===== src/hdl/iofm_pkg.sv =====
// Constants for the configurable I/O function map
package iofm_pkg;
   // ****************************************
   // Parameter addresses and status words
   // ****************************************
   localparam logic [15:0] ADDR_INPUT_LEVEL  = 16'h081e;
   localparam logic [15:0] ADDR_OUTPUT_LEVEL = 16'h0820;
   localparam logic [15:0] STATUS_RESET      = 16'h0000;
   localparam int          STATUS_WIDTH      = 16;
   localparam int          NUM_INPUTS        = 7;
   localparam int          NUM_OUTPUTS       = 3;
   localparam int          NUM_CFG_INPUTS    = 4;

   // ****************************************
   // Start-up operating modes
   // ****************************************
   localparam logic [2:0] MODE_JOG      = 3'h0;
   localparam logic [2:0] MODE_GEAR     = 3'h1;
   localparam logic [2:0] MODE_SPEED    = 3'h2;
   localparam logic [2:0] MODE_CURRENT  = 3'h3;
   localparam logic [2:0] MODE_SEQUENCE = 3'h4;
   localparam logic [2:0] MODE_FIELDBUS = 3'h5;

   // ****************************************
   // Input function codes
   // ****************************************
   localparam logic [3:0] IN_NONE        = 4'h0;
   localparam logic [3:0] IN_FAULT_RESET = 4'h1;
   localparam logic [3:0] IN_HALT        = 4'h2;
   localparam logic [3:0] IN_JOG_POS     = 4'h3;
   localparam logic [3:0] IN_JOG_NEG     = 4'h4;
   localparam logic [3:0] IN_JOG_FAST    = 4'h5;
   localparam logic [3:0] IN_ENABLE2     = 4'h6;
   localparam logic [3:0] IN_START       = 4'h7;
   localparam logic [3:0] IN_REF         = 4'h8;
   localparam logic [3:0] IN_NEGATIVE_LIMIT_SWITCH        = 4'h9;
   localparam logic [3:0] IN_POSITIVE_LIMIT_SWITCH        = 4'ha;
   localparam logic [3:0] IN_LAST_FREE   = 4'ha;
   localparam int          IN_FN_COUNT   = 11;

   // ****************************************
   // Output function codes
   // ****************************************
   localparam logic [2:0] OUT_NONE      = 3'h0;
   localparam logic [2:0] OUT_NO_FAULT  = 3'h1;
   localparam logic [2:0] OUT_START_ACK = 3'h2;
   localparam logic [2:0] OUT_BRAKE     = 3'h3;
   localparam logic [2:0] OUT_ACTIVE    = 3'h4;
   localparam logic [2:0] OUT_LAST      = 3'h4;
endpackage : iofm_pkg


===== src/hdl/iofm_top.sv =====
// Configurable I/O function map with live level status words
//
// Behaviour
// [RULE1] Inputs 1,2,4,7 and outputs 1-3 routed by selects
// [RULE2] Enable input always drives power-stage enable
// [RULE3] Both shutdown inputs always trigger power removal
// [RULE4] Defaults come from per-mode table
// [RULE5] Input status word, input one at bit 0
// [RULE6] Output status word, output one at bit 0
// [RULE7] Input one defaults per mode
// [RULE8] Input two defaults per mode
// [RULE9] Fixed pins and functions cannot be reassigned
// [RULE10] Mode change reloads defaults at power-up
// [RULE11] Brake-release function drives brake controller
// [RULE12] Status sampled every cycle, unused bits zero
`timescale 1ns/1ps
`default_nettype none
module iofm_top
   import iofm_pkg::*;
#(
   parameter int STATUS_W = STATUS_WIDTH
) (
   input  wire logic        clk_i,                        // 200 MHz clock
   input  wire logic        reset_n_i,                    // Async reset, low
   input  wire logic        clk_en_i,                     // Freezes state when low
   input  wire logic        digital_input_one_i,          // Pin input 1
   input  wire logic        digital_input_two_i,          // Pin input 2
   input  wire logic        digital_input_three_i,        // Enable pin
   input  wire logic        digital_input_four_i,         // Pin input 4
   input  wire logic        safety_shutdown_input_a_i,    // Shutdown A, low active
   input  wire logic        safety_shutdown_input_b_i,    // Shutdown B, low active
   input  wire logic        digital_input_seven_i,        // Pin input 7
   input  wire logic [2:0]  startup_mode_i,               // Start-up mode
   input  wire logic [2:0]  stored_mode_i,                // Mode of last map save
   input  wire logic [3:0]  input_one_function_select_i,  // Select for input 1
   input  wire logic [3:0]  input_two_function_select_i,  // Select for input 2
   input  wire logic [3:0]  input_four_function_select_i, // Select for input 4
   input  wire logic [3:0]  input_seven_function_select_i,// Select for input 7
   input  wire logic [2:0]  output_one_function_select_i, // Select for output 1
   input  wire logic [2:0]  output_two_function_select_i, // Select for output 2
   input  wire logic [2:0]  output_three_function_select_i,// Select for output 3
   input  wire logic        select_load_i,                // Apply selects, pulse
   input  wire logic        no_fault_i,                   // Core: no fault
   input  wire logic        start_ack_i,                  // Core: start acknowledge
   input  wire logic        brake_release_i,              // Core: release brake
   input  wire logic        active_i,                     // Core: drive active
   input  wire logic        param_rd_i,                   // Parameter read, pulse
   input  wire logic [15:0] param_addr_i,                 // Parameter address
   output logic [IN_FN_COUNT-1:0] input_function_o,       // Level per input code
   output logic             power_stage_enable_o,         // Enable function
   output logic             safe_power_removal_o,         // Power removal request
   output logic             digital_output_one_o,         // Pin output 1
   output logic             digital_output_two_o,         // Pin output 2
   output logic             digital_output_three_o,       // Pin output 3
   output logic             map_reloaded_o,               // Defaults loaded on mode change, pulse
   output logic             param_ack_o,                  // Read answer, pulse
   output logic             param_err_o,                  // Unmapped address
   output logic [15:0]      param_rdata_o                 // Read data
);
   // ****************************************
   // Elaboration check
   // ****************************************
   if (STATUS_W != STATUS_WIDTH) begin : g_bad_width
      $error("Status word must be 16 bits");
   end

   // ****************************************
   // State
   // ****************************************
   typedef enum logic [0:0] {ST_POWERUP, ST_RUN} iofm_state_e;

   typedef struct packed {
      iofm_state_e            st;
      logic [3:0][3:0]        in_sel;
      logic [2:0][2:0]        out_sel;
      logic [15:0]            in_status;
      logic [15:0]            out_status;
      logic [IN_FN_COUNT-1:0] in_fn;
      logic                   enable;
      logic                   removal;
      logic [2:0]             dout;
      logic                   reloaded;
      logic                   ack;
      logic                   err;
      logic [15:0]            rdata;
   } iofm_state_s;

   iofm_state_s r;
   iofm_state_s next_r;

   // Default input function for a mode and configurable slot
   function automatic logic [3:0] default_in(input logic [2:0] mode, input int slot);
      logic seq_fb;
      seq_fb = (mode == MODE_SEQUENCE) || (mode == MODE_FIELDBUS);
      default_in = IN_NONE;
      case (slot)
         0: default_in = (mode == MODE_JOG) ? IN_JOG_NEG : // see [RULE7]
                         seq_fb ? IN_REF : IN_NONE;
         1: default_in = (mode == MODE_JOG) ? IN_JOG_POS : // see [RULE8]
                         seq_fb ? IN_NEGATIVE_LIMIT_SWITCH : IN_FAULT_RESET;
         2: default_in = (mode == MODE_JOG) ? IN_JOG_FAST :
                         (mode == MODE_SEQUENCE) ? IN_START : IN_HALT;
         3: default_in = (mode == MODE_FIELDBUS) ? IN_NONE : IN_ENABLE2;
         default: default_in = IN_NONE;
      endcase
   endfunction : default_in

   // Default output function for a mode and output slot
   function automatic logic [2:0] default_out(input logic [2:0] mode, input int slot);
      default_out = OUT_NONE;
      case (slot)
         0: default_out = (mode == MODE_SEQUENCE) ? OUT_START_ACK : OUT_NO_FAULT;
         1: default_out = OUT_BRAKE;
         2: default_out = OUT_ACTIVE;
         default: default_out = OUT_NONE;
      endcase
   endfunction : default_out

   // Level of the internal signal chosen for an output
   function automatic logic out_source(input logic [2:0] code, input logic [3:0] src);
      case (code)
         OUT_NO_FAULT:  out_source = src[0];
         OUT_START_ACK: out_source = src[1];
         OUT_BRAKE:     out_source = src[2];
         OUT_ACTIVE:    out_source = src[3];
         default:       out_source = 1'b0;
      endcase
   endfunction : out_source

   // ****************************************
   // Next-state logic
   // ****************************************
   logic [3:0]      cfg_pin;
   logic [3:0][3:0] sel_in;
   logic [2:0][2:0] sel_out;
   logic [3:0]      out_src;
   logic [6:0]      pins;

   assign cfg_pin = {digital_input_seven_i, digital_input_four_i,
                     digital_input_two_i, digital_input_one_i};
   assign sel_in  = {input_seven_function_select_i, input_four_function_select_i,
                     input_two_function_select_i, input_one_function_select_i};
   assign sel_out = {output_three_function_select_i, output_two_function_select_i,
                     output_one_function_select_i};
   assign out_src = {active_i, brake_release_i, start_ack_i, no_fault_i};
   assign pins    = {digital_input_seven_i, safety_shutdown_input_b_i,
                     safety_shutdown_input_a_i, digital_input_four_i,
                     digital_input_three_i, digital_input_two_i, digital_input_one_i};

   // Map loading, function routing, status sampling and parameter reads
   always_comb begin
      next_r          = r;
      if (clk_en_i) begin
         // Pulses last one enabled cycle and hold while frozen
         next_r.reloaded = 1'b0;
         next_r.ack      = 1'b0;
         case (r.st)
            ST_POWERUP: begin
               // Changed mode or an out-of-range saved select loads table defaults, else saved selects
               for (int i = 0; i < NUM_CFG_INPUTS; i++) begin
                  next_r.in_sel[i] = (startup_mode_i != stored_mode_i ||
                     sel_in[i] > IN_LAST_FREE) ?
                     default_in(startup_mode_i, i) : sel_in[i];        // see [RULE4] [RULE10]
               end
               for (int j = 0; j < NUM_OUTPUTS; j++) begin
                  next_r.out_sel[j] = (startup_mode_i != stored_mode_i ||
                     sel_out[j] > OUT_LAST) ?
                     default_out(startup_mode_i, j) : sel_out[j];      // see [RULE4]
               end
               next_r.reloaded = (startup_mode_i != stored_mode_i);    // see [RULE10]
               next_r.st       = ST_RUN;
            end
            ST_RUN: begin
               // Only free codes are accepted; fixed functions are refused
               if (select_load_i) begin
                  for (int i = 0; i < NUM_CFG_INPUTS; i++) begin
                     if (sel_in[i] <= IN_LAST_FREE) begin
                        next_r.in_sel[i] = sel_in[i];                  // see [RULE1] [RULE9]
                     end
                  end
                  for (int j = 0; j < NUM_OUTPUTS; j++) begin
                     if (sel_out[j] <= OUT_LAST) begin
                        next_r.out_sel[j] = sel_out[j];                // see [RULE1]
                     end
                  end
               end
            end
            default: next_r.st = ST_POWERUP;
         endcase

         // Route configurable pins onto their chosen functions
         next_r.in_fn = '0;
         for (int i = 0; i < NUM_CFG_INPUTS; i++) begin
            next_r.in_fn[r.in_sel[i]] = next_r.in_fn[r.in_sel[i]] | cfg_pin[i]; // see [RULE1]
         end
         next_r.in_fn[IN_NONE] = 1'b0;
         if (startup_mode_i == MODE_FIELDBUS) begin
            next_r.in_fn[IN_POSITIVE_LIMIT_SWITCH] = next_r.in_fn[IN_POSITIVE_LIMIT_SWITCH] | digital_input_three_i;
         end
         next_r.enable  = digital_input_three_i;                       // see [RULE2]
         next_r.removal = ~safety_shutdown_input_a_i |
                          ~safety_shutdown_input_b_i;                 // see [RULE3] [RULE9]
         for (int j = 0; j < NUM_OUTPUTS; j++) begin
            next_r.dout[j] = out_source(r.out_sel[j], out_src);        // see [RULE1] [RULE11]
         end

         // Live status words, unused bits zero
         next_r.in_status  = {9'h000, pins};                           // see [RULE5] [RULE12]
         next_r.out_status = {13'h0000, r.dout};                       // see [RULE6] [RULE12]

         // Parameter read answer
         if (param_rd_i) begin
            next_r.ack   = 1'b1;
            next_r.err   = 1'b0;
            next_r.rdata = 16'h0000;
            if (param_addr_i == ADDR_INPUT_LEVEL) begin
               next_r.rdata = r.in_status;
            end else if (param_addr_i == ADDR_OUTPUT_LEVEL) begin
               next_r.rdata = r.out_status;
            end else begin
               next_r.err = 1'b1;
            end
         end
      end
   end

   // State register
   always_ff @(posedge clk_i or negedge reset_n_i) begin
      if (!reset_n_i) begin
         r            <= '0;
         r.st         <= ST_POWERUP;
         r.in_status  <= STATUS_RESET;
         r.out_status <= STATUS_RESET;
      end else begin
         r <= next_r;
      end
   end

   // ****************************************
   // Outputs
   // ****************************************
   assign input_function_o       = r.in_fn;
   assign power_stage_enable_o   = r.enable;
   assign safe_power_removal_o   = r.removal;
   assign digital_output_one_o   = r.dout[0];
   assign digital_output_two_o   = r.dout[1];
   assign digital_output_three_o = r.dout[2];
   assign map_reloaded_o         = r.reloaded;
   assign param_ack_o            = r.ack;
   assign param_err_o            = r.err;
   assign param_rdata_o          = r.rdata;
endmodule : iofm_top
`default_nettype wire


===== config.mk =====
export PLATFORM = sky130hd
export DESIGN_NAME = iofm_top
export DESIGN_NICKNAME = d
export VERILOG_FILES = /design/src/hdl/iofm_pkg.sv /design/src/hdl/iofm_top.sv
export SDC_FILE = /design/constraint.sdc
export NUM_CORES = 1
export LEC_CHECK = 0
export CAP_MARGIN = 20
export CORE_MARGIN = 4
export CORE_UTILIZATION = 30
export DETAILED_ROUTE_END_ITERATION = 16
export DONT_BUFFER_PORTS = 1
export SYNTH_ARGS = -nofsm -noshare
export SYNTH_HDL_FRONTEND = slang
export SYNTH_SLANG_ARGS = --single-unit

===== constraint.sdc =====
create_clock -name clk_i -period 4.6 [get_ports clk_i]
set_input_delay 0.92 -clock clk_i [delete_from_list [all_inputs] [get_ports clk_i]]
set_output_delay 0.92 -clock clk_i [all_outputs]
set_load 0.05 [all_outputs]

Word level (Yosys, flattened, before mapping)
Memories as Yosys holds them, arrays and structs flattened. Cells that the tools add are included.

Bits in registers: 70. Latch bits: 0. Bits in writable memories: 0. Memory bits (read-only): 16. Input bits: 63. Output and inout bits: 35. Word-level logic and storage cells: 149. Memories kept: 1.

Add/sub/neg operators: 0. $mul: 0. Divide/modulo/power cells: 0. Order comparisons: 22. Equality and inequality tests: 25. Shift operators: 0. Mux-type cells: 52. Bitwise logic cells: 10. Reductions and logical operators: 21.

Memories: (no name shown) (depth 16, bits a word 1, rd ports 1, clocked after Yosys merged registers in 0, write ports 0, line iofm_top.sv:194) `next_r.in_fn[r.in_sel[i]] = next_r.in_fn[r.in_sel[i]] | cfg_pin[i];`.

Operators by type and width (number): 25-bit case mux with 2 select lines (1); 4-bit two-way mux (12); 11-bit bitwise mux (3); 16-bit by 12-bit == test with 1-bit output, second input constant (2); 3-bit two-way mux (10); 25-bit two-way mux (1); 3-bit AND reduction (7); 4-bit by 5-bit less-than comparator with 1-bit output, second input constant (4); 3-bit by 2-bit == test with 1-bit output, second input constant (6); 18-bit two-way mux (1); 1-bit demux with 4-bit select (4); 4-bit by 1-bit greater-or-equal comparator with 1-bit output, second input constant (4); 4-bit greater-than comparator, second input constant (4); 4-bit less-or-equal comparator, second input constant (4); 3-bit == test, second input constant (5); 2-bit by 1-bit inequality test with 1-bit output, second input constant (7); 1-bit binary-select mux with 4-bit select (3); 1-bit two-way mux (12); 1-bit case mux with 4 select lines (3); 11-bit bitwise AND (1); 3-bit by 1-bit == test with 1-bit output, second input constant (3); 3-bit greater-than comparator, second input constant (3); 3-bit less-or-equal comparator, second input constant (3); 1-bit logical OR (8); other kinds (9) (19).

Depth between registers and ports, before layout
Gate-level depths: netlist of the first run.

Depth after elaboration: 19. Mapped depth: 8. Mapped depth without buffers: 7.

Worst setup path before layout of the first run
No wires, ideal clock.

Path kind: input to register. From: in digital_input_one_i. To: reg r (netlist bit input_function_o[8]). Library setup time: 0.136 ns. Arrival: 2.341 ns. Data required time: 4.464 ns. Slack: 2.123 ns. Cell stages on the path: 8. Path buffers: 1. Cell sequence: buf_4 -> nor3b_2 -> a32o_1 -> a31o_1 -> nor4_4 -> a211oi_2 -> a21oi_2 -> o221ai_2.

Longest elaborated chain between the ends: 14.

RTL lines: from (decl) (line iofm_top.sv:26) `input wire logic digital_input_one_i,`; 1-bit OR (*) (line iofm_top.sv:194); 11-bit bitwise AND (no source line) (*); 1-bit binary-select mux with 4-bit select (line iofm_top.sv:194); 1-bit two-way mux (implied by the code) (line iofm_top.sv:194); 1-bit OR (line iofm_top.sv:194); 11-bit bitwise mux (*) (line iofm_top.sv:194); 1-bit binary-select mux with 4-bit select (line iofm_top.sv:194); 1-bit two-way mux (implied by the code) (line iofm_top.sv:194); 1-bit OR (line iofm_top.sv:194); 11-bit bitwise mux (*) (line iofm_top.sv:194); 1-bit binary-select mux with 4-bit select (line iofm_top.sv:194); 1-bit two-way mux (implied by the code) (line iofm_top.sv:194); 1-bit OR (line iofm_top.sv:194); 11-bit bitwise mux (*) (line iofm_top.sv:194); to (signal assigned) (line iofm_top.sv:235) `r <= next_r;`; to (decl) (line iofm_top.sv:88) `iofm_state_s r;`.

Every way passes the cells marked *; elsewhere a longest branch is shown, timed or not. The select of a mux whose other input is x is not followed. A chain may end at the register's enable or synchronous reset.

Final worst setup path of the first run
From: reg r[84] (netlist bit). To: reg r (netlist bit input_function_o[8]).

Longest elaborated chain between the ends: 9. Elaborated cells on any way between the ends: 13. Those cells by class: order compare (2); mux (8); bitwise (2); reduce/logical (1).

RTL lines (line): 4-bit by 5-bit less-than comparator with 1-bit output (implied by the code) / 4-bit by 1-bit greater-or-equal comparator with 1-bit output (equally long branches) (iofm_top.sv:194); 1-bit logical AND (implied by the code) (iofm_top.sv:194); 1-bit two-way mux (implied by the code) (iofm_top.sv:194); 1-bit demux with 4-bit select (iofm_top.sv:194); 11-bit bitwise mux (*) (iofm_top.sv:194); 1-bit binary-select mux with 4-bit select (iofm_top.sv:194); 1-bit two-way mux (implied by the code) (iofm_top.sv:194); 1-bit OR (iofm_top.sv:194); 11-bit bitwise mux (*) (iofm_top.sv:194).

Marks and branches as above.

==> results.json, run 1 <==
{
  "clkPwrFrac": 0.373,
  "syn_inst": 462,
  "cap_viol_max_count": 0,
  "clock.fmax_mhz": 420,
  "port_buffers": 0,
  "rows": 41,
  "synth_seq_area_share": 0.378,
  "wl_per_cell_um": 17.5,
  "async_flop_share": 1.00,
  "antenna_found_initial": 0,
  "dr_total_vias": 3271,
  "cts_tree": "yes",
  "clock-root-buffer": "clkbuf_16",
  "synth_seq_cells": 60,
  "max_slew_margin": 0.506,
  "stdcell_count": 614,
  "viasPerCell": 5.33,
  "yosysTopAreaCellShare": 0.378,
  "rsz0062_at_grt": "false",
  "drt-total-wl_um": 10700,
  "status": "finished clean",
  "worst_pin_slew_ns": 0.736,
  "final.setup.tns_ns": 0,
  "grt_pass1_wl_um": 17000,
  "cts_setup_buffers": 0,
  "grt_usage": 0.143,
  "slew_viol_final": 0,
  "start_util": 0.311,
  "path_max_fanout": 14,
  "area_delta_synth_final_pct": 5.76,
  "cts_max_path_buffers": 2,
  "switchingPower_uw": 634,
  "cts_sinks": 60,
  "final_cell_mix": "dfrtp_1, nand2_1, nor2_1",
  "syn_avg_cell_area_um2": 8.60,
  "netlist_top_cells_area": "dfrtp_1, buf_4, nand2_1",
  "fin_crit_sh": 0.517,
  "path_clk_slew_ns": 0.06,
  "antenna_cells": 0,
  "fin_ws_ns": 2.22,
  "dp_hpwl_um": 8130,
  "cp-start-kind": "flop",
  "seqPwrFrac": 0.452,
  "die_w_um": 123,
  "ctsHoldBuffers": 0,
  "core_region_area_um2": 12800,
  "post-route-min-period_ns": 2.38,
  "hold_viol": 0,
  "cts_max_level": 3,
  "synth_ff_type": "dfrtp_1",
  "finalHoldWorstSlack_ns": 0.289,
  "fin_skew_ns": 0.00523,
  "first_global_vias": 3222,
  "switching_share": 0.355,
  "setup_viol": 0,
  "ys.warnings.count": 0,
  "grt_max_degree": 61,
  "powerDensity_nw_per_um2": 425,
  "cts-buffers-inserted": 9,
  "critical_path_required_ns": 4.79,
  "synth_enable_flop_cells": 0,
  "worstSkewPairLatency_ns": 0.32,
  "gp_congestion": 0.937,
  "worst_ep_arrival_time_ns": 2.57,
  "pin_count": 98,
  "final_common_cell": "dfrtp_1",
  "drc": 0,
  "peakVddDrop_mv": 0.163,
  "overflow": 0,
  "nFillCells": 1349,
  "fin_nets": 500,
  "die-area_um2": 15200,
  "critPathKind": "reg2reg",
  "p_comb_frac": 0.176,
  "syn-cell-area_um2": 3980,
  "dp.cells": 598,
  "power.internal_uw": 1150,
  "min_path_type": "in2async",
  "synth_top_cell_by_area": "dfrtp_1",
  "pre_cts_ws_ns": 2.09,
  "drive_gt1_frac": 0.104,
  "drtPass1Iterations": 5,
  "ant_nets": 0,
  "die_y_um": 123,
  "cts_resized": 0,
  "synth_cell_types": 67,
  "power_leakage_uw": 0.00164,
  "end_kind": "flop",
  "drt-initial-drc-count": 264
}
==> Yosys cell counts, drive strengths merged (5+ instances only) <==
master	instances
nand2b	9
nand4	5
nor2	43
a31oi	10
dfrtp	60
mux2i	8
buf	38
o21ai	36
a21oi	35
clkbuf	7
nand3	11
xor2	5
nor2b	13
nand2	56
nor3	15
inv	21
o22ai	9
mux2	13
==> registers in the layout, indices dropped and copies added (netlist names) <==
register                cells
param_err_o                 1
digital_output_one_o        1
param_ack_o                 1
digital_output_three_o      1
safe_power_removal_o        1
input_function_o           10
r                          36
map_reloaded_o              1
param_rdata_o               7
digital_output_two_o        1
==> cells by family (layout without fill, tap and decap cells) <==
logic type | count (synthesis) | count (layout) | share of synthesized area
AND/OR/NAND/NOR | 173 | 173 | 0.223
multiplexers | 21 | 21 | 0.0570
AO/OA/AOI/OAI | 132 | 132 | 0.223
other | 1 | 10 | 0.000943
XOR/XNOR | 9 | 9 | 0.0198
buffers and inverters | 66 | 37 | 0.0985
flip-flops | 60 | 60 | 0.378
==> final timing paths <==
kind	from	cells past startpoint	to	slack (ns)
setup / recovery	r[84]	7	input_function_o[8]	2.22
hold / removal	reset_n_i	0	r[56]	0.29
setup reg to reg	r[84]	7	input_function_o[8]	2.22
hold reg to reg	r[57]	1	r[57]	0.51
max in group asynchronous	reset_n_i	0	r[83]	4.20
min in group clk_i	r[57]	1	r[57]	0.51
==> per-layer routing <==
metal	vias up	part of all wire	GRT usage
met4	0	0.015	0.0478
met1	1570	0.45	0.198
met2	120	0.46	0.219
li1	1569	-	-
met5	-	0	0
met3	12	0.073	0.0352
==> power by group through the flow <==
stage               Clock (µW)  Combinational (µW)  Sequential, µW
finish                     666                 314             807
global route               697                 353             823
CTS                        677                 313             807
detailed placement           0                 310             817
global placement             0                 307             812
floorplan                    0                 408             685
==> stage by stage <==
stage          total power (µW)  utilization  instance area (µm²)
3_5_place_dp               1130        0.306                 3910
4_1_cts                    1800        0.329                 4200
6_report                   1790        0.329                 4200
2_1_floorplan              1090            -                 4010
5_1_grt                    1870        0.329                 4200
3_3_place_gp               1120        0.306                 3910
==> worst max-delay path, cell delays in order (launching register included) <==
cell      delay [ns]
dfrtp_1         0.71
xor2_1          0.18
nor4b_1         0.38
nand2_1         0.18
a41oi_4         0.33
nand2_1         0.13
o211ai_1        0.23
o221ai_2        0.11
==> final cells by class <==
cell class	count	area (µm²)	share of cell area
clock buffer	10	229	0.0545
sequential	60	1500	0.357
tap	172	215	0.0512
inverter	21	78.8	0.0188
clock inverter	6	63.8	0.0152
multi-input combinational	345	2120	0.503
(Power assumes the default switching activity.)
==> run 2, diff against run 1 <==
==> constraint.sdc (replaced) <==
create_clock -name clk_i -period 2 [get_ports clk_i]
set_input_delay 0.4 -clock clk_i [delete_from_list [all_inputs] [get_ports clk_i]]
set_output_delay 0.4 -clock clk_i [all_outputs]
set_load 0.05 [all_outputs]
==> run 2 against run 1 <==
Against the previous run:
- the flow now finishes with violations (setup timing)
- sequential power rose by 120%
- first-iteration DRC count shrank 49%
- cell area is 15% higher
- total power rose to 2.6 times the previous value
- die area unchanged
- clock skew increased by 0.0067 ns
- maximum frequency up 16%
==> results.json, run 2 (synthesized netlist as in run 1, its figures left out) <==
{
  "viasPerCell": 5.17,
  "worstSkewPairLatency_ns": 0.33,
  "path_clk_slew_ns": 0.06,
  "stdcell_count": 664,
  "post-route-min-period_ns": 2.06,
  "rsz0062_at_grt": "true",
  "fin_nets": 550,
  "critPathMaxStageDelay_ns": 0.45,
  "largest_register_ffs": 36,
  "multi_input_area_um2": 2280,
  "final_cell_mix": "nand2_1, dfrtp_1, buf_4",
  "holdPathStages": 1,
  "status": "complete, but fails checks",
  "fin_crit_sh": 1.03,
  "total_power_uw": 4670,
  "overflow": 0,
  "grt_usage": 0.153,
  "path_cells": "buf_6 -> nor4b_4 -> nor2_2 -> a221oi_2 -> o211ai_2 -> a211oi_4 -> o2111ai_1 -> a31oi_1",
  "cts_tree": "yes",
  "die_w_um": 123,
  "worst-r2r-cell-count": 8,
  "fin_ws_ns": -0.0556,
  "switching_share": 0.340,
  "slew_viol_final": 0,
  "worstHoldEndpoint": "digital_output_two_o",
  "dp.cells": 634,
  "cts_max_level": 3,
  "clock.fmax_mhz": 486,
  "die_y_um": 123,
  "wl_per_cell_um": 17.3,
  "min_path_type": "in2reg",
  "clock-root-buffer": "clkbuf_16",
  "final_common_cell": "nand2_1",
  "critical_path_required_ns": 2.24,
  "switchingPower_uw": 1590,
  "drive_gt1_frac": 0.232,
  "die-area_um2": 15200,
  "fin_skew_ns": 0.0119,
  "worstHoldStart": "clk_en_i",
  "cp-start-kind": "flop",
  "dr_total_vias": 3430,
  "reg2reg_to": "input_function_o[3]",
  "power_leakage_uw": 0.00195,
  "core_region_area_um2": 12800,
  "worst_pin_slew_ns": 0.663,
  "drt-total-wl_um": 11500,
  "cts_max_path_buffers": 2,
  "port_buffers": 0,
  "grt_pass1_wl_um": 18200,
  "final_util": 0.378,
  "worst_ep_arrival_time_ns": 2.30,
  "nFillCells": 1276,
  "p_comb_frac": 0.248,
  "max_slew_margin": 0.555,
  "setup_viol": 8,
  "final-seq-area_um2": 1510,
  "peakVddDrop_mv": 0.512,
  "cts_sinks": 60,
  "area_delta_synth_final_pct": 21.5,
  "ant_nets": 0,
  "r2r_setup_slack_ns": -0.06,
  "cap_viol_max_count": 0,
  "cts-buffers-inserted": 9,
  "drc": 0,
  "drt-initial-drc-count": 134,
  "antenna_found_initial": 0,
  "rows": 41,
  "path_max_fanout": 5,
  "power.internal_uw": 3080,
  "seqPwrFrac": 0.381,
  "regMostFlops": "r",
  "start_util": 0.311,
  "dp_hpwl_um": 8660,
  "pin_count": 98,
  "clkPwrFrac": 0.371,
  "reg2reg_from": "r[82]",
  "end_kind": "flop",
  "drtPass1Iterations": 4,
  "critPathKind": "reg2reg",
  "grt_max_degree": 61,
  "first_global_vias": 3463,
  "violations": "setup timing",
  "gp_congestion": 0.887,
  "antenna_cells": 0,
  "hold_viol": 0,
  "powerDensity_nw_per_um2": 966,
  "crit_slowest_cell": "dfrtp_2"
}
[run 2: cell types whose count changed in the layout (fill, tap and decap cells not counted), moves of 2 or more]
cell | previous run | this run
o32ai_1 | 2 | 0
clkinvlp_4 | 2 | 0
o32ai_2 | 0 | 2
buf_6 | 0 | 6
clkinv_2 | 2 | 0
dfrtp_1 | 60 | 54
buf_4 | 0 | 42
a32oi_1 | 3 | 1
clkbuf_8 | 0 | 2
dfrtp_2 | 0 | 6
[run 2: area by class of cell]
cell class | instances | area share
clock inverter | 3 | 0.0142
multi-input combinational | 345 | 0.472
sequential | 60 | 0.312
clock buffer | 13 | 0.0539
tap | 172 | 0.0446
inverter | 21 | 0.0163
timing repair buffer | 50 | 0.0870
[run 2: worst max-delay path: cells and delay by family (launching register included)]
kind | cells | cell delay [ns]
compound gates | 5 | 1.01
buf+inv | 1 | 0.14
simple gates | 2 | 0.38
flops | 1 | 0.45
[run 2: how the worst max path moves through the flow]
stage	cells after the start	end	startpoint	slack, ns
4_1_cts	8	input_function_o[3]	r[82]	-0.08
3_3_place_gp	7	input_function_o[5]	r[80]	-0.21
2_1_floorplan	8	input_function_o[8]	digital_input_one_i	0.04
3_5_place_dp	7	input_function_o[5]	r[80]	-0.21
6_report	8	input_function_o[3]	r[82]	-0.06
5_1_grt	8	input_function_o[2]	r[82]	-0.20
[run 2: metrics by stage]
| step | area [µm²] | hold slack [ns] | setup slack [ns] | setup TNS [ns] |
|---|---|---|---|---|
| floorplan | 4010 | 0.104 | 0.0432 | 0 |
| global placement | 4180 | 0.106 | -0.209 | -1.52 |
| detailed placement | 4180 | 0.107 | -0.209 | -1.47 |
| CTS | 4670 | 0.151 | -0.0774 | -0.253 |
| global route | 4830 | 0.152 | -0.204 | -1.39 |
| finish | 4830 | 0.164 | -0.0556 | -0.289 |
[run 2: per-layer routing]
metal,GRT usage,vias up,routed length (µm)
met5,0,-,0
met1,0.207,1640,5150
met4,0.0526,0,182
li1,-,1675,-
met3,0.0393,15,807
met2,0.239,100,5330
[run 2: what timing repair did]
| item | CTS | global route |
|---|---|---|
| resized for setup | 16 | 21 |
| setup buffers | 9 | 3 |
| pin swaps | 19 | 16 |
| hold buffers | 2 | 0 |
| hold endpoints to repair | 60 | 0 |
| setup endpoints to repair | 10 | 9 |
[run 2: power groups by stage]
stage	clock network (µW)	logic, µW	registers, µW
floorplan	0	937	1580
finish	1730	1160	1780
CTS	1770	1050	1770
detailed placement	0	926	1800
global placement	0	921	1790
global route	1820	1270	1810
==> run 3, diff against run 2 <==
--- a/config.mk
+++ b/config.mk
@@ -10,6 +10,8 @@
 export CORE_UTILIZATION = 30
 export DETAILED_ROUTE_END_ITERATION = 16
 export DONT_BUFFER_PORTS = 1
+export PLACE_DENSITY = 0.41
 export SYNTH_ARGS = -nofsm -noshare
 export SYNTH_HDL_FRONTEND = slang
 export SYNTH_SLANG_ARGS = --single-unit
+export TNS_END_PERCENT = 1
==> run 3 against run 2 <==
Against the previous run:
- the flow still finishes with violations (setup timing)
- count of clock-buffer cells in the layout is 2 lower
- non-clock buffer count up 11
- sequential power hardly changed
- via count grew 0.26%
- die area is the same
- sequential cell count unchanged
==> results.json, run 3 (synthesized netlist as in run 1, its figures left out) <==
{
  "switchingPower_uw": 1570,
  "cts-buffers-inserted": 9,
  "drt-total-wl_um": 11600,
  "rows": 41,
  "powerDensity_nw_per_um2": 956,
  "fin_crit_sh": 1.07,
  "min_path_type": "in2reg",
  "cts_tree": "yes",
  "clock-root-buffer": "clkbuf_16",
  "core_region_area_um2": 12800,
  "final_common_cell": "buf_4",
  "fin_area_um2": 4850,
  "hold_viol": 0,
  "worst_pin_slew_ns": 0.698,
  "placed_cell_area_um2": 4270,
  "fin_ws_ns": -0.131,
  "critPathMaxStageDelay_ns": 0.41,
  "dr_total_vias": 3439,
  "gp_congestion": 0.853,
  "post-route-min-period_ns": 2.13,
  "max_slew_margin": 0.532,
  "path_buf_inv": 2,
  "worst_ep_arrival_time_ns": 2.34,
  "die-area_um2": 15200,
  "fin_nets": 561,
  "setup_viol": 9,
  "die_y_um": 123,
  "end_kind": "flop",
  "grt_usage": 0.160,
  "drc": 0,
  "antenna_cells": 0,
  "cts_max_level": 3,
  "status": "complete, but fails checks",
  "area_delta_synth_final_pct": 22.1,
  "final_cell_mix": "buf_4, nand2_1, dfrtp_1",
  "clock.fmax_mhz": 469,
  "violations": "setup timing",
  "drt-initial-drc-count": 174,
  "cap_viol_max_count": 0,
  "crit_slowest_cell": "dfrtp_2",
  "ant_nets": 0,
  "power_leakage_uw": 0.00199,
  "path_common_cell": "buf_4",
  "path_cells": "buf_4 -> buf_4 -> nor2_1 -> a32o_1 -> a31o_4 -> a41oi_4 -> nand4_1 -> o32ai_2 -> a21oi_1",
  "rsz0062_at_grt": "true",
  "drtPass1Iterations": 5,
  "finalHoldWorstSlack_ns": 0.155,
  "critical_path_required_ns": 2.21,
  "clkPwrFrac": 0.370,
  "nFillCells": 1302,
  "critPathKind": "reg2reg",
  "overflow": 0,
  "antenna_found_initial": 0,
  "die_w_um": 123,
  "grt_pass1_wl_um": 18500,
  "cp-start-kind": "flop",
  "path_max_fanout": 7,
  "viasPerCell": 5.10,
  "drive_gt1_frac": 0.253,
  "power.internal_uw": 3070,
  "dp_hpwl_um": 8890,
  "peakVddDrop_mv": 0.389,
  "pin_count": 98,
  "switching_share": 0.338,
  "critPathTopFamily": "compound AO/OA/AOI/OAI gates",
  "path_clk_slew_ns": 0.05,
  "start_util": 0.311,
  "largest_register_ffs": 36,
  "wl_per_cell_um": 17.2,
  "cts_max_path_buffers": 2,
  "seqPwrFrac": 0.384,
  "fin_skew_ns": 0.00664,
  "first_global_vias": 3431,
  "worstSkewPairLatency_ns": 0.33,
  "regMostFlops": "r",
  "slew_viol_final": 0,
  "cts_sinks": 60,
  "port_buffers": 0,
  "grt_max_degree": 61,
  "p_comb_frac": 0.245
}
==> run 3: changes by cell type in the layout (fill, tap and decap cells not counted), moves of 2 or more <==
cell | before | now
buf_6 | 6 | 2
buf_4 | 42 | 57
clkbuf_1 | 2 | 0
o21ai_2 | 0 | 2
==> run 3: path summary, 6_finish.rpt <==
kind,from,end,slack (ns),cells after the start
min,clk_en_i,digital_output_three_o,0.16,1
min in group asynchronous,reset_n_i,r[85],0.61,2
max in group asynchronous,reset_n_i,input_function_o[10],1.08,2
min reg2reg,r[54],r[54],0.51,1
max,r[81],input_function_o[5],-0.13,9
max reg2reg,r[81],input_function_o[5],-0.13,9
==> run 3: timing repair <==
| item | CTS | global route |
|---|---|---|
| pin swaps | 9 | 14 |
| gates resized for setup | 11 | 18 |
| buffers inserted | 4 | 7 |
| endpoints found under the setup margin | 10 | 10 |
| endpoints found under the hold margin | 60 | 0 |
| hold buffers | 2 | 0 |
==> run 3: through the flow <==
step | TNS [ns] | worst slack (ns) | total power [µW] | instances | utilization
floorplan | 0 | 0.0432 | 2510 | 471 | -
global placement | -1.33 | -0.203 | 2790 | 646 | 0.334
detailed placement | -1.62 | -0.237 | 2790 | 646 | 0.334
CTS | -0.740 | -0.0903 | 4620 | 667 | 0.369
global route | -1.84 | -0.248 | 4910 | 674 | 0.380
finish | -0.869 | -0.131 | 4640 | 674 | 0.380
==> run 3: layer usage <==
metal  GRT usage  up-vias  wire length [µm]
met3      0.0544       17               803
met4      0.0540        0               201
li1            -     1691                 -
met5           0        -                 0
met2       0.244       83              5250
met1       0.212     1648              5370
==> run 3: layout make-up <==
class / count / area, µm² / area share
Clock buffer: 11 / 253 / 0.0521
Tap cell: 172 / 215 / 0.0444
Timing Repair Buffer: 61 / 488 / 0.101
Inverter: 21 / 78.8 / 0.0162
Multi-Input combinational cell: 345 / 2240 / 0.461
Clock inverter: 4 / 72.6 / 0.0150
Sequential cell: 60 / 1510 / 0.311
==> run 3: power by group through the flow <==
stage	registers [µW]	logic (µW)	clock network, µW
floorplan	1580	937	0
global placement	1800	992	0
detailed placement	1800	984	0
CTS	1790	1060	1770
global route	1810	1250	1840
finish	1780	1140	1720
